--- src/logic/spc_pkg.sv ---
// Shared constants and types for the strap pin configuration loader
package spc_pkg;

    // Timing
    localparam int CLK_MHZ = 125;
    localparam int TICK_NS = 1000;
    localparam int TICK_CYC = (TICK_NS * CLK_MHZ) / 1000;
    localparam int SETTLE_US = 4;
    localparam logic [2:0] SETTLE_LAST = 3'(SETTLE_US - 1);

    // Strap pins, in scan order
    localparam int NUM_STRAPS = 4;
    localparam logic [1:0] PIN_REF = 2'h0;
    localparam logic [1:0] PIN_AUX = 2'h1;
    localparam logic [1:0] PIN_HI = 2'h2;
    localparam logic [1:0] PIN_LO = 2'h3;

    // Register map (byte addresses)
    localparam logic [7:0] ADR_CTRL = 8'h00;
    localparam logic [7:0] ADR_STATUS = 8'h04;
    localparam logic [7:0] ADR_STRAPS = 8'h08;
    localparam logic [7:0] ADR_CFG0 = 8'h0C;
    localparam logic [7:0] ADR_CFG1 = 8'h10;
    localparam int CTRL_RESCAN_BIT = 0;
    localparam int STAT_BUSY_BIT = 0;
    localparam int STAT_VALID_BIT = 1;
    localparam int STAT_INTPD_BIT = 2;

    // Reference receiver types
    localparam logic [1:0] REF_XTAL = 2'h0;
    localparam logic [1:0] REF_CMOS = 2'h1;
    localparam logic [1:0] REF_DIFF = 2'h2;

    // Output frequency codes
    localparam logic [3:0] F_OFF = 4'h0;
    localparam logic [3:0] F25 = 4'h1;
    localparam logic [3:0] F50 = 4'h2;
    localparam logic [3:0] F100 = 4'h3;
    localparam logic [3:0] F125 = 4'h4;
    localparam logic [3:0] F156 = 4'h5;
    localparam logic [3:0] F312 = 4'h6;
    localparam logic [3:0] F625 = 4'h7;
    localparam logic [3:0] F400 = 4'h8;
    localparam logic [3:0] F33 = 4'h9;
    localparam logic [3:0] F70 = 4'hA;
    localparam logic [3:0] F24 = 4'hB;

    // Output driver formats
    localparam logic [2:0] FM_OFF = 3'h0;
    localparam logic [2:0] HS = 3'h1;
    localparam logic [2:0] LV = 3'h2;
    localparam logic [2:0] CM = 3'h3;
    localparam logic [2:0] HC = 3'h4;

    // Shared pair source
    localparam logic [1:0] SRC_NONE = 2'h0;
    localparam logic [1:0] SRC_FRAC = 2'h1;
    localparam logic [1:0] SRC_IOUT = 2'h2;
    localparam logic [1:0] SRC_IREF = 2'h3;

    typedef struct packed {
        logic [3:0] freq;
        logic [2:0] fmt;
    } spc_grp_t;

    typedef struct packed {
        logic [3:0] ref_freq;
        spc_grp_t [3:0] grp;
        logic [1:0] pair_src;
    } spc_preset_t;

    typedef struct packed {
        logic [1:0] prim_ref;
        logic sec_xtal;
        logic int_ref_sel;
        logic frac_dbl_en;
        logic int_dbl_en;
        logic [2:0] aux_state;
        logic aux_lvds;
        logic aux_from_pll;
        spc_preset_t preset;
        logic pair_src_sel;
        logic main_en;
        logic int_pll_pd;
    } spc_cfg_t;

    typedef enum logic [2:0] {ST_IDLE, ST_SETTLE, ST_SAMPLE, ST_LOOKUP, ST_LATCH} spc_fsm_t;

    typedef struct packed {
        spc_fsm_t fsm;
        logic busy;
        logic [1:0] pin;
        logic [2:0] cnt;
        logic [NUM_STRAPS-1:0][2:0] codes;
        logic scan_req;
        logic ext_q;
        logic valid;
        spc_cfg_t cfg;
        logic ack;
        logic [31:0] dat;
    } spc_main_t;

    localparam spc_cfg_t CFG_RST = '{int_pll_pd: 1'b1, default: '0};
    localparam spc_main_t MAIN_RST = '{fsm: ST_SETTLE, busy: 1'b1, cfg: CFG_RST, default: '0};

endpackage

--- src/logic/spc_tick_div.sv ---
// Divider that makes a one-cycle microsecond tick
`timescale 1ns/100ps
`default_nettype none
module spc_tick_div import spc_pkg::*; (
    input wire logic clk_i, // System clock
    input wire logic rst_i, // Synchronous reset, active high
    output logic tick_o     // One-cycle pulse every TICK_CYC cycles
);
    localparam int CW = $clog2(TICK_CYC);
    localparam logic [CW-1:0] LAST = CW'(TICK_CYC - 1);

    typedef struct packed {
        logic [CW-1:0] cnt;
        logic tick;
    } spc_div_t;

    spc_div_t st_r;
    spc_div_t st_nxt;

    always_comb begin
        st_nxt.tick = (st_r.cnt == LAST);
        st_nxt.cnt = st_nxt.tick ? '0 : st_r.cnt + 1'b1;
    end

    always_ff @(posedge clk_i) begin
        if (rst_i) begin
            st_r <= '0;
        end else begin
            st_r <= st_nxt;
        end
    end

    assign tick_o = st_r.tick;
endmodule
`default_nettype wire

--- src/logic/spc_preset_rom.sv ---
// Translation preset table, registered read
`timescale 1ns/100ps
`default_nettype none
module spc_preset_rom import spc_pkg::*; (
    input wire logic clk_i,        // System clock
    input wire logic rst_i,        // Synchronous reset, active high
    input wire logic [5:0] addr_i, // {upper strap, lower strap}
    output spc_preset_t data_o     // Preset, one cycle after addr_i
);
    spc_preset_t data_r;
    spc_preset_t data_nxt;

    function automatic spc_preset_t mk(input logic [3:0] f0, input logic [2:0] m0, input logic [3:0] f1,
                                       input logic [2:0] m1, input logic [3:0] f2, input logic [2:0] m2,
                                       input logic [3:0] f3, input logic [2:0] m3, input logic [1:0] src);
        spc_preset_t p;
        p.ref_freq = F25;
        p.grp[0] = '{freq: f0, fmt: m0};
        p.grp[1] = '{freq: f1, fmt: m1};
        p.grp[2] = '{freq: f2, fmt: m2};
        p.grp[3] = '{freq: f3, fmt: m3};
        p.pair_src = src;
        return p;
    endfunction

    // Combinations not listed leave every main output off
    always_comb begin
        data_nxt = mk(F_OFF, FM_OFF, F_OFF, FM_OFF, F_OFF, FM_OFF, F_OFF, FM_OFF, SRC_NONE);
        case (addr_i)
            6'h01: data_nxt = mk(F156, HS, F156, HS, F156, HS, F156, HS, SRC_FRAC);
            6'h02: data_nxt = mk(F156, LV, F156, LV, F156, LV, F156, LV, SRC_FRAC);
            6'h03: data_nxt = mk(F156, HS, F156, HS, F100, HS, F25, CM, SRC_IREF);
            6'h04: data_nxt = mk(F156, LV, F156, LV, F100, HS, F25, CM, SRC_IREF);
            6'h05: data_nxt = mk(F156, HS, F125, HS, F100, HS, F50, CM, SRC_IOUT);
            6'h06: data_nxt = mk(F156, HS, F125, HS, F100, HS, F25, CM, SRC_IREF);
            6'h07: data_nxt = mk(F156, LV, F125, LV, F100, HS, F25, CM, SRC_IREF);
            6'h08: data_nxt = mk(F156, LV, F125, LV, F25, HS, F25, CM, SRC_IREF);
            6'h09: data_nxt = mk(F156, HS, F125, HS, F25, HS, F25, CM, SRC_IREF);
            6'h0A: data_nxt = mk(F156, HS, F100, HS, F50, HS, F125, HS, SRC_FRAC);
            6'h0B: data_nxt = mk(F156, LV, F100, LV, F50, HS, F125, HS, SRC_FRAC);
            6'h0C: data_nxt = mk(F156, LV, F100, LV, F100, LV, F25, CM, SRC_IREF);
            6'h0D: data_nxt = mk(F156, HS, F100, HS, F25, HS, F25, CM, SRC_IREF);
            6'h0E: data_nxt = mk(F156, LV, F100, LV, F25, HS, F25, CM, SRC_IREF);
            6'h0F: data_nxt = mk(F156, HS, F100, HS, F125, HS, F312, HS, SRC_FRAC);
            6'h10: data_nxt = mk(F156, LV, F100, LV, F125, LV, F312, LV, SRC_FRAC);
            6'h11: data_nxt = mk(F156, HS, F312, HS, F125, HS, F25, HS, SRC_IREF);
            6'h12: data_nxt = mk(F156, LV, F312, LV, F125, LV, F25, LV, SRC_IREF);
            6'h13: data_nxt = mk(F312, HS, F100, HS, F100, HS, F156, HS, SRC_FRAC);
            6'h14: data_nxt = mk(F312, LV, F100, LV, F100, LV, F156, LV, SRC_FRAC);
            6'h15: data_nxt = mk(F312, HS, F100, HS, F125, HS, F156, HS, SRC_FRAC);
            6'h16: data_nxt = mk(F312, LV, F100, LV, F125, LV, F156, LV, SRC_FRAC);
            6'h17: data_nxt = mk(F312, HS, F100, HS, F156, HS, F156, HS, SRC_FRAC);
            6'h18: data_nxt = mk(F312, LV, F100, LV, F156, LV, F156, LV, SRC_FRAC);
            6'h19: data_nxt = mk(F625, HS, F100, LV, F100, LV, F156, HS, SRC_FRAC);
            6'h1A: data_nxt = mk(F100, HS, F312, HS, F156, HS, F125, HS, SRC_FRAC);
            6'h1B: data_nxt = mk(F100, LV, F312, LV, F156, LV, F125, LV, SRC_FRAC);
            6'h1C: data_nxt = mk(F100, HS, F312, HS, F156, HS, F25, HS, SRC_IREF);
            6'h1D: data_nxt = mk(F100, LV, F312, LV, F156, LV, F25, LV, SRC_IREF);
            6'h1E: data_nxt = mk(F100, HS, F100, HS, F100, HS, F100, HC, SRC_FRAC);
            6'h1F: data_nxt = mk(F100, LV, F100, LV, F100, LV, F100, HC, SRC_FRAC);
            6'h20: data_nxt = mk(F125, HS, F125, HS, F125, HS, F125, HS, SRC_FRAC);
            6'h21: data_nxt = mk(F125, LV, F125, LV, F125, LV, F125, LV, SRC_FRAC);
            6'h22: data_nxt = mk(F125, HS, F100, HS, F100, HS, F33, HS, SRC_IOUT);
            6'h23: data_nxt = mk(F125, LV, F100, LV, F100, LV, F33, LV, SRC_IOUT);
            6'h24: data_nxt = mk(F125, HS, F100, HS, F25, HS, F25, HS, SRC_IREF);
            6'h25: data_nxt = mk(F125, LV, F100, LV, F25, LV, F25, LV, SRC_IREF);
            6'h26: data_nxt = mk(F25, LV, F25, LV, F125, LV, F100, HC, SRC_FRAC);
            6'h27: data_nxt = mk(F100, LV, F100, LV, F125, HS, F25, CM, SRC_IREF);
            6'h28: data_nxt = mk(F100, HS, F100, HS, F125, HS, F25, CM, SRC_IREF);
            6'h29: data_nxt = mk(F156, HS, F50, HS, F125, HS, F25, CM, SRC_IREF);
            6'h2A: data_nxt = mk(F156, LV, F50, LV, F125, LV, F25, CM, SRC_IREF);
            6'h2B: data_nxt = mk(F100, HS, F100, HS, F100, HS, F100, HC, SRC_IOUT);
            6'h2C: data_nxt = mk(F100, LV, F100, LV, F100, LV, F100, HC, SRC_IOUT);
            6'h2D: data_nxt = mk(F25, HS, F25, HS, F25, HS, F400, LV, SRC_IOUT);
            6'h2E: data_nxt = mk(F156, HS, F50, HS, F125, HS, F400, HC, SRC_IOUT);
            6'h2F: data_nxt = mk(F156, LV, F50, LV, F125, LV, F400, HC, SRC_IOUT);
            6'h30: data_nxt = mk(F70, HS, F70, HS, F70, HS, F25, HS, SRC_IREF);
            6'h31: data_nxt = mk(F24, HS, F24, HS, F24, HS, F100, HC, SRC_IOUT);
            6'h32: data_nxt = mk(F24, LV, F24, LV, F24, LV, F100, HC, SRC_IOUT);
            default: ;
        endcase
    end

    always_ff @(posedge clk_i) begin
        if (rst_i) begin
            data_r <= '0;
        end else begin
            data_r <= data_nxt;
        end
    end

    assign data_o = data_r;
endmodule
`default_nettype wire

--- src/logic/spc_strap_cfg.sv ---
// Strap pin scanner and power-on configuration decoder with Wishbone status access
`timescale 1ns/100ps
`default_nettype none
// Overview of operation
// - Scan all straps after power-on reset and on each external reset assertion.
// - Four strap pins, each resolved per scan to one 3-bit state of eight.
// - Each block's configuration comes only from its own strap's scanned state, except integer PLL power-down, which uses straps 1-3.
// - Strap 0 inputs and doublers, strap 1 aux output, straps 2-3 translation.
// - Primary receiver xtal/CMOS/differential by state; secondary xtal only in 4 and 6.
// - Integer PLL source: states 0-3 fractional active ref, 4-7 secondary ref.
// - Fractional doubler off in states 2,3 else on; integer doubler always off.
// - Aux output: state 0 reference CMOS, 1-3 PLL CMOS, 4-7 PLL LVDS.
// - Translation strap pair selects one of 50 presets; 0/0 disables main outputs.
// - Pair source select: 0 channel divider, 1 integer PLL active reference.
// - Power down integer PLL when no upper driver uses its output.
module spc_strap_cfg import spc_pkg::*; (
    input wire logic clk_i,             // 125 MHz system clock
    input wire logic rst_i,             // Synchronous chip reset, active high
    input wire logic ext_reset_i,       // External reset pin level, active high
    output logic [1:0] scan_sel_o,      // Strap pin now being scanned
    output logic scan_req_o,            // Level: asks the scanner for a reading
    input wire logic scan_done_i,       // One-cycle pulse: scan_code_i is valid
    input wire logic [2:0] scan_code_i, // Resolved strap state
    output spc_cfg_t cfg_o,             // Latched power-on configuration
    output logic cfg_valid_o,           // Configuration latched by a finished scan
    output logic scan_busy_o,           // Scan in progress
    input wire logic wb_cyc_i,          // Wishbone cycle
    input wire logic wb_stb_i,          // Wishbone strobe
    input wire logic wb_we_i,           // Wishbone write enable
    input wire logic [7:0] wb_adr_i,    // Wishbone byte address
    input wire logic [3:0] wb_sel_i,    // Wishbone byte selects
    input wire logic [31:0] wb_dat_i,   // Wishbone write data
    output logic [31:0] wb_dat_o,       // Wishbone read data
    output logic wb_ack_o               // Wishbone acknowledge
);
    spc_main_t st_r;
    spc_main_t st_nxt;
    spc_preset_t rom_q;
    logic tick;
    logic hit;
    logic rescan;
    logic start;
    logic [63:0] cfg_wide;

    spc_tick_div u_tick (
        .clk_i(clk_i),
        .rst_i(rst_i),
        .tick_o(tick)
    );

    spc_preset_rom u_rom (
        .clk_i(clk_i),
        .rst_i(rst_i),
        .addr_i({st_r.codes[PIN_HI], st_r.codes[PIN_LO]}),
        .data_o(rom_q)
    );

    function automatic logic [1:0] prim_ref_of(input logic [2:0] s);
        unique case (s)
            3'h0, 3'h4: return REF_XTAL;
            3'h1, 3'h2, 3'h5: return REF_CMOS;
            3'h3, 3'h6, 3'h7: return REF_DIFF;
        endcase
    endfunction

    function automatic logic sec_xtal_of(input logic [2:0] s);
        return (s == 3'h4) || (s == 3'h6);
    endfunction

    function automatic logic frac_dbl_of(input logic [2:0] s);
        return (s != 3'h2) && (s != 3'h3);
    endfunction

    always_comb begin
        hit = wb_cyc_i && wb_stb_i && !st_r.ack;
        rescan = hit && wb_we_i && wb_sel_i[0] && (wb_adr_i == ADR_CTRL) && wb_dat_i[CTRL_RESCAN_BIT];
        start = (ext_reset_i && !st_r.ext_q) || rescan;
        cfg_wide = 64'(st_r.cfg);
    end

    always_comb begin
        st_nxt = st_r;
        st_nxt.ext_q = ext_reset_i;
        st_nxt.ack = hit;
        unique case (st_r.fsm)
            ST_IDLE: begin
            end
            ST_SETTLE: begin
                // Lets the scanner's sense node settle after switching pins
                if (tick) begin
                    if (st_r.cnt == SETTLE_LAST) begin
                        st_nxt.cnt = '0;
                        st_nxt.scan_req = 1'b1;
                        st_nxt.fsm = ST_SAMPLE;
                    end else begin
                        st_nxt.cnt = st_r.cnt + 3'h1;
                    end
                end
            end
            ST_SAMPLE: begin
                if (scan_done_i) begin
                    st_nxt.codes[st_r.pin] = scan_code_i;
                    st_nxt.scan_req = 1'b0;
                    if (st_r.pin == PIN_LO) begin
                        st_nxt.fsm = ST_LOOKUP;
                    end else begin
                        st_nxt.pin = st_r.pin + 2'h1;
                        st_nxt.fsm = ST_SETTLE;
                    end
                end
            end
            ST_LOOKUP: begin
                st_nxt.fsm = ST_LATCH;
            end
            ST_LATCH: begin
                // Each field reads only the strap that owns it, except int_pll_pd, which reads the aux strap and the preset
                st_nxt.cfg.prim_ref = prim_ref_of(st_r.codes[PIN_REF]);
                st_nxt.cfg.sec_xtal = sec_xtal_of(st_r.codes[PIN_REF]);
                st_nxt.cfg.int_ref_sel = st_r.codes[PIN_REF][2];
                st_nxt.cfg.frac_dbl_en = frac_dbl_of(st_r.codes[PIN_REF]);
                st_nxt.cfg.int_dbl_en = 1'b0;
                st_nxt.cfg.aux_state = st_r.codes[PIN_AUX];
                st_nxt.cfg.aux_lvds = st_r.codes[PIN_AUX][2];
                st_nxt.cfg.aux_from_pll = (st_r.codes[PIN_AUX] != 3'h0);
                st_nxt.cfg.preset = rom_q;
                st_nxt.cfg.pair_src_sel = (rom_q.pair_src == SRC_IREF);
                st_nxt.cfg.main_en = (st_r.codes[PIN_HI] != 3'h0) || (st_r.codes[PIN_LO] != 3'h0);
                st_nxt.cfg.int_pll_pd = !((st_r.codes[PIN_AUX] != 3'h0) || (rom_q.pair_src == SRC_IOUT));
                st_nxt.valid = 1'b1;
                st_nxt.fsm = ST_IDLE;
            end
        endcase
        // A new trigger restarts the scan at once; the old settings stay in force meanwhile
        if (start) begin
            st_nxt.fsm = ST_SETTLE;
            st_nxt.pin = PIN_REF;
            st_nxt.cnt = '0;
            st_nxt.scan_req = 1'b0;
            st_nxt.valid = 1'b0;
        end
        if (hit && !wb_we_i) begin
            unique case (wb_adr_i)
                ADR_STATUS: begin
                    st_nxt.dat = '0;
                    st_nxt.dat[STAT_BUSY_BIT] = (st_r.fsm != ST_IDLE);
                    st_nxt.dat[STAT_VALID_BIT] = st_r.valid;
                    st_nxt.dat[STAT_INTPD_BIT] = st_r.cfg.int_pll_pd;
                end
                ADR_STRAPS: st_nxt.dat = 32'(st_r.codes);
                ADR_CFG0: st_nxt.dat = cfg_wide[31:0];
                ADR_CFG1: st_nxt.dat = cfg_wide[63:32];
                default: st_nxt.dat = 32'h0000_0000;
            endcase
        end else if (hit) begin
            st_nxt.dat = 32'h0000_0000;
        end
        // Kept in a flop so the pin never glitches while the state decodes
        st_nxt.busy = (st_nxt.fsm != ST_IDLE);
    end

    always_ff @(posedge clk_i) begin
        if (rst_i) begin
            st_r <= MAIN_RST;
        end else begin
            st_r <= st_nxt;
        end
    end

    assign scan_sel_o = st_r.pin;
    assign scan_req_o = st_r.scan_req;
    assign cfg_o = st_r.cfg;
    assign cfg_valid_o = st_r.valid;
    assign scan_busy_o = st_r.busy;
    assign wb_dat_o = st_r.dat;
    assign wb_ack_o = st_r.ack;
endmodule
`default_nettype wire

--- config.mk ---
export PLATFORM = sky130hd
export DESIGN_NAME = spc_strap_cfg
export DESIGN_NICKNAME = d
export VERILOG_FILES = /design/src/logic/spc_pkg.sv /design/src/logic/spc_tick_div.sv /design/src/logic/spc_preset_rom.sv /design/src/logic/spc_strap_cfg.sv
export SDC_FILE = /design/constraint.sdc
export NUM_CORES = 1
export LEC_CHECK = 0
export BUFFER_PORTS_ARGS = -buffer_cell sky130_fd_sc_hd__buf_2
export CAP_MARGIN = 20
export CORE_ASPECT_RATIO = 1.1
export CORE_MARGIN = 3
export CORE_UTILIZATION = 50
export DETAILED_ROUTE_END_ITERATION = 10
export PLACE_DENSITY_LB_ADDON = 0.1
export SLEW_MARGIN = 20
export SYNTH_ARGS = -nofsm -noshare
export SYNTH_HDL_FRONTEND = slang
export SYNTH_HIERARCHICAL = 1
export SYNTH_SLANG_ARGS = --single-unit
--- constraint.sdc ---
create_clock -name clk_i -period 2.1 [get_ports clk_i]
set_input_delay 0.105 -clock clk_i [delete_from_list [all_inputs] [get_ports clk_i]]
set_output_delay 0.105 -clock clk_i [all_outputs]
set_load 0.02 [all_outputs]
==> flow_summary_export.csv, run 1 <==
group,metric,value,unit
synthesis,netlist_area,7400,um2
timing,final-setup-viol-count,0,
synthesis,ys_seq_area_share,37.1,%
setup_path,required,2.44,ns
cells_and_area,antenna_cells,0,
cells_and_area,nets,1011,
routing,ant_nets,0,
setup_path,critPathArrivalTime,2.22,ns
status,status,"completed",
clock_network,h-tree-depth,4,
cells_and_area,area_growth,11.4,%
pwr,leakage,0.00318,uW
timing,fin_skew,0.00919,ns
clock_network,cts_inserted_buffers,17,
timing,period_share,89.5,%
pwr,p_int,4550,uW
synthesis,ys_ff_latch,137,
routing,drc,0,
cells_and_area,final_common_cell,"nand2_1",
setup_path,critPathKind,"reg -> reg",
setup_path,cpMaxStageDelayCell,"nor2b_1",
grt,grt_overflow,0,
pwr,power_density,707,nW/um2
floorplan,start_util,51.2,%
cells_and_area,final_cell_mix,"nand2_1 (151), dfxtp_1 (136), a21oi_1 (106), buf_2 (104), o21ai_0 (57)",
synthesis,ys_async_sr_fraction,0,%
setup_path,critPathMaxFanout,33,
floorplan,die_h,134,um
timing,fmax,532,MHz
hold_path,hold_end,"st_r[102]",
timing,rsz0062_at_grt,"no",
synthesis,post_synth_num_cell_types,79,
routing,drt_wl_total,20400,um
floorplan,die_w,122,um
floorplan,pin_count,140,
clock_network,cts.sinks,137,
hold_path,whs_path_depth,3,
synthesis,yosys.area_share.adder,1.69,%
timing,setup-tns-final,0,ns
place,dp_hpwl,14400,um
floorplan,coreArea,14400,um2
floorplan,die-area,16300,um2
pwr,switching_share,22.0,%
clock_network,cts.reportedPaths.clkPinSlew,0.06,ns
timing,hold-worst-slack,0.0741,ns
synthesis,ys_warn_count,6,
synthesis,postSynthAreaPerCell,7.95,um2
timing,slew_violations,0,
routing,routedWlPerCell,17.7,um
clock_network,cts_resized,0,
routing,firstDrtPassIters,5,
clock_network,insertion_delay,0.41,ns
setup_path,reg2reg_depth,6,
grt,grt_pass1_vias,6104,
synthesis,netlist_instances,931,
place,globalplace.congestion,0.975,
setup_path,r2r-start,"st_r[90]",
setup_path,reg2reg_to,"u_rom/data_o[16]",
grt,antenna_found_initial,0,
timing,hold_viol_final,0,
timing,min_period,1.88,ns
routing,drtIter0Drc,719,
setup_path,critical_path.startpoint_type,"flop",
grt,grt_first_pass_wirelength,32600,um
cells_and_area,drive_above_1_share,22.4,%
synthesis,synthSimpleGateAreaFrac,20.1,%
timing,slew_headroom,44.2,%
pwr,netSwitchingPower,1280,uW
pwr,pwr-share-comb,2.4,%
synthesis,synthMuxAreaShare,0.964,%
grt,track_usage,24.9,%
setup_path,cp-end-kind,"flop",
grt,grt_max_degree,56,
hold_path,hold_path.class,"in -> reg",
place,io_buffers,104,
setup_path,crit_chain,"buf_12 > nor2b_1 > o21ai_0 > a21boi_0 > o221ai_1 > o2111a_1",
setup_path,r2r_slack,0.22,ns
clock_network,cts_tree,"done",
setup_path,path_delay_family,"compound AO/OA/AOI/OAI gates",
routing,vias_per_cell,5.67,
hold_path,hp-start,"scan_done_i",
routing,route.vias.total,6527,
pwr,pwr-share-seq,44.8,%
pwr,vdd_drop_max,0.471,mV
setup_path,cp.depth,6,
synthesis,synth-edff-count,0,
timing,worst_pin_slew,0.831,ns
clock_network,clock_path_buffers,2,
job,drv_cap,0,
synthesis,synth_top_family_by_area,"compound AO/OA/AOI/OAI gates",
synthesis,synth_top_flop_cell,"dfxtp_1",
setup_path,cp_num_buf_inv,1,
floorplan,rows,46,
setup_path,max_stage_delay,0.42,ns
pwr,clockPowerShare,52.7,%
synthesis,synth_xor_area_share,0.693,%
synthesis,synth_compound_area_share,24.3,%
clock_network,cts_root_buf,"clkbuf_16",
-- timing repair --
item | in CTS | in global routing
setup buffers | 0 | 0
hold endpoints to repair | 14 | 0
hold buffers | 7 | 0
-- cells by family (layout without fill, tap and decap cells) --
logic type / Yosys count / in the layout
mux: 7 / 7
simple gates: 313 / 313
fa+ha+maj: 10 / 10
flops: 137 / 137
compound gates: 278 / 278
buf+inv: 179 / 203
xor+xnor: 5 / 5
other cells: 2 / 7
-- state kept, by name, indices dropped and copies added, names as in the netlist --
register,count
u_tick/tick_o,1
st_r,19
scan_sel_o,2
scan_req_o,1
scan_busy_o,1
u_tick/st_r,7
cfg_o,46
cfg_valid_o,1
wb_dat_o,32
wb_ack_o,1
u_rom/data_o,26
-- cell type report --
cell class                 instances  area, um2
fill                            1347       6200
clock buffer                      17        425
clock inverter                    15        188
multi-input combinational        620       3570
timing repair buffer             153       1010
inverter                          18       67.6
sequential                       137       2740
tap                              192        240
-- per-layer routing --
layer | GRT usage (%) | vias up | part of all wire, %
met5 | 0 | - | 0
met4 | 7.47 | 0 | 1.7
met3 | 5.22 | 24 | 6.5
met2 | 38.2 | 229 | 46
met1 | 35.4 | 3075 | 46
li1 | - | 3199 | -
-- power by group through the flow --
stage	sequential, uW	combinational [uW]	clock [uW]
final	2610	142	3070
after detailed placement	2670	131	0
after CTS	2610	141	3130
after floorplan	2670	89.8	0
after global placement	2670	124	0
after global routing	2610	155	3240
-- worst reg2reg max path: stages (launching register included) --
cell	delay (ns)
dfxtp_1	0.40
buf_12	0.22
nor2b_1	0.43
o21ai_0	0.13
a21boi_0	0.14
o221ai_1	0.25
o2111a_1	0.25
-- cells in the mapped netlist, types with 3 or more instances --
master	n	area, um2
nand4_1	4	25.0
buf_1	6	22.5
inv_1	17	63.8
dfxtp_1	137	2740
nor2b_1	14	87.6
o22ai_1	5	31.3
a22o_1	14	123
buf_2	26	130
or3_1	3	18.8
nor3b_1	3	22.5
a21oi_1	106	531
a311oi_1	3	26.3
buf_6	5	56.3
a21o_1	3	22.5
nor2_1	53	199
nand2b_1	13	81.3
o211ai_1	5	37.5
a221oi_1	6	52.6
clkbuf_1	28	105
mux2i_1	6	60.1
a221o_1	3	30.0
nor3_2	3	30.0
a2111oi_2	3	45.0
and2_1	5	31.3
buf_4	95	713
and3_1	3	18.8
nor4_1	3	18.8
nor3_1	15	75.1
nand2_1	151	567
o21ai_0	57	285
a22o_2	10	100
a31oi_1	10	62.6
a22oi_1	15	113
a211oi_1	6	45.0
ha_1	10	125
o221ai_1	3	26.3
nand3_1	24	120
-- how the worst max path moves through the flow --
stage / from / end / slack [ns]
after floorplan: st_r[91] / u_rom/data_o[9] / 0.49
after global placement: wb_adr_i[1] / st_r[98] / 0.24
after detailed placement: wb_adr_i[1] / st_r[98] / 0.17
after CTS: st_r[90] / u_rom/data_o[16] / 0.26
after global routing: st_r[92] / u_rom/data_o[9] / 0.03
final: st_r[90] / u_rom/data_o[16] / 0.22
-- through the flow --
stage                     total power, uW  std cells  utilization, %  area [um2]  setup slack (ns)
after CTS                            5880       1152            57.1        8240             0.264
after global placement               2790       1113            52.3        7560             0.242
final                                5830       1152            57.1        8240             0.221
after floorplan                      2760        936               -        7420             0.487
after detailed placement             2800       1113            52.3        7560             0.172
after global routing                 6000       1152            57.1        8240            0.0256
(Power assumes the default switching activity.)
==> inputs of run 2 (changes only) <==
Settings changed: REMOVE_ABC_BUFFERS from default to 1.
==> flow_summary_export.csv, run 2 (synthesis results as in run 1) <==
group,metric,value,unit
timing,rsz0062_at_grt,"no",
setup_path,critPathArrivalTime,2.18,ns
grt,grt_overflow,0,
setup_path,critPathMaxFanout,39,
cells_and_area,largest_reg_flops,46,
setup_path,reg2reg_depth,5,
grt,grt_first_pass_wirelength,31700,um
cells_and_area,design_area,8190,um2
floorplan,die_h,134,um
routing,drt_wl_total,20400,um
routing,drtIter0Drc,542,
setup_path,r2r_slack,0.19,ns
cells_and_area,final_common_cell,"nand2_1",
timing,final-setup-viol-count,0,
place,globalplace.congestion,0.922,
cells_and_area,seq_area,2740,um2
timing,fin_skew,0.00603,ns
floorplan,rows,46,
floorplan,start_util,51.2,%
cells_and_area,n_fill_cell,1375,
cells_and_area,final_cell_mix,"nand2_1 (151), dfxtp_1 (136), a21oi_1 (106), buf_2 (104), o21ai_0 (57)",
timing,worst_pin_slew,0.663,ns
clock_network,cts_inserted_buffers,17,
clock_network,cts_root_buf,"clkbuf_16",
clock_network,clock_path_buffers,2,
cells_and_area,antenna_cells,0,
pwr,leakage,0.00318,uW
setup_path,critical_path.startpoint_type,"flop",
hold_path,hold_end,"wb_dat_o[10]",
clock_network,cts_tree,"done",
place,dp_hpwl,14300,um
cells_and_area,final_util,56.7,%
cells_and_area,area_growth,10.7,%
timing,min_period,1.91,ns
grt,grt_pass1_vias,6014,
timing,slew_headroom,55.7,%
clock_network,insertion_delay,0.41,ns
setup_path,required,2.37,ns
setup_path,critPathKind,"reg -> reg",
cells_and_area,drive_above_1_share,22.2,%
cells_and_area,multiInputGateArea,3570,um2
routing,route.vias.total,6561,
setup_path,reg2reg_to,"u_rom/data_o[2]",
routing,routedWlPerCell,17.8,um
timing,hold_viol_final,0,
setup_path,r2r-start,"st_r[92]",
timing,slew_violations,0,
cells_and_area,nets,1009,
routing,drc,0,
clock_network,cts.sinks,137,
place,place_area,7540,um2
hold_path,hold_path.class,"in -> reg",
pwr,vdd_drop_max,0.409,mV
timing,period_share,91.1,%
hold_path,whs_path_depth,4,
place,io_buffers,104,
floorplan,pin_count,140,
floorplan,coreArea,14400,um2
clock_network,h-tree-depth,4,
routing,ant_nets,0,
setup_path,cp-end-kind,"flop",
floorplan,die-area,16300,um2
routing,firstDrtPassIters,5,
pwr,power_density,699,nW/um2
grt,track_usage,24.6,%
job,drv_cap,0,
floorplan,die_w,122,um
status,status,"completed",
routing,vias_per_cell,5.71,
grt,grt_max_degree,44,
hold_path,hp-start,"wb_we_i",
timing,fmax,523,MHz
clock_network,cts.reportedPaths.clkPinSlew,0.06,ns
grt,antenna_found_initial,0,
run 2: what timing repair did:
| item | CTS | global route |
|---|---|---|
| hold endpoints to repair | 14 | 0 |
| gates resized for setup | 0 | 1 |
| endpoints found under the setup margin | 0 | 1 |
| setup buffers | 0 | 0 |
| hold buffers | 6 | 0 |
run 2: final cells by class:
type | instances | area share (%)
multi-input cells | 620 | 43.6
flip-flops and latches | 137 | 33.5
repair buffers | 151 | 11.9
clock buffers | 20 | 5.57
well taps | 192 | 2.93
clock inverters | 12 | 1.68
inverters | 18 | 0.825
run 2: worst max-delay path: stages, from the launching register on:
cell and delay (ns):
dfxtp_1 0.34, buf_12 0.18, inv_1 0.37, a21oi_1 0.07, a221o_1 0.29, a2111oi_2 0.50
run 2: metal layers:
layer	wire length [um]	vias up	global-route usage (%)
met3	1280	24	4.97
met1	9510	3102	34.3
met2	9370	232	38.8
met4	257	0	6.60
li1	-	3203	-
met5	0	-	0
run 2: worst max-delay path by stage:
stage | start | to | depth (start not counted)
2_1_floorplan | st_r[94] | u_rom/data_o[9] | 5
3_3_place_gp | st_r[92] | u_rom/data_o[2] | 5
3_5_place_dp | st_r[90] | u_rom/data_o[9] | 6
4_1_cts | st_r[90] | u_rom/data_o[9] | 6
5_1_grt | st_r[92] | u_rom/data_o[16] | 6
6_report | st_r[92] | u_rom/data_o[2] | 5
run 2: power by group:
part	total, uW	switching, uW	internal [uW]	leakage, uW
registers	2610	6.92	2610	0.00110
clock network	2980	1150	1830	0.000289
logic	141	92.2	48.9	0.00178
total	5730	1250	4480	0.00318
run 2: through the flow:
| stage | hold slack [ns] | worst slack, ns | total power [uW] | setup TNS (ns) | cells |
|---|---|---|---|---|---|
| 6_report | 0.0372 | 0.186 | 5730 | 0 | 1150 |
| 5_1_grt | 0.0496 | 0.0125 | 5930 | 0 | 1150 |
| 4_1_cts | 0.0167 | 0.127 | 5790 | 0 | 1150 |
| 3_5_place_dp | 0.360 | 0.147 | 2800 | 0 | 1112 |
| 3_3_place_gp | 0.328 | 0.175 | 2800 | 0 | 1112 |
| 2_1_floorplan | 0.162 | -0.582 | 2720 | -10.88 | 775 |
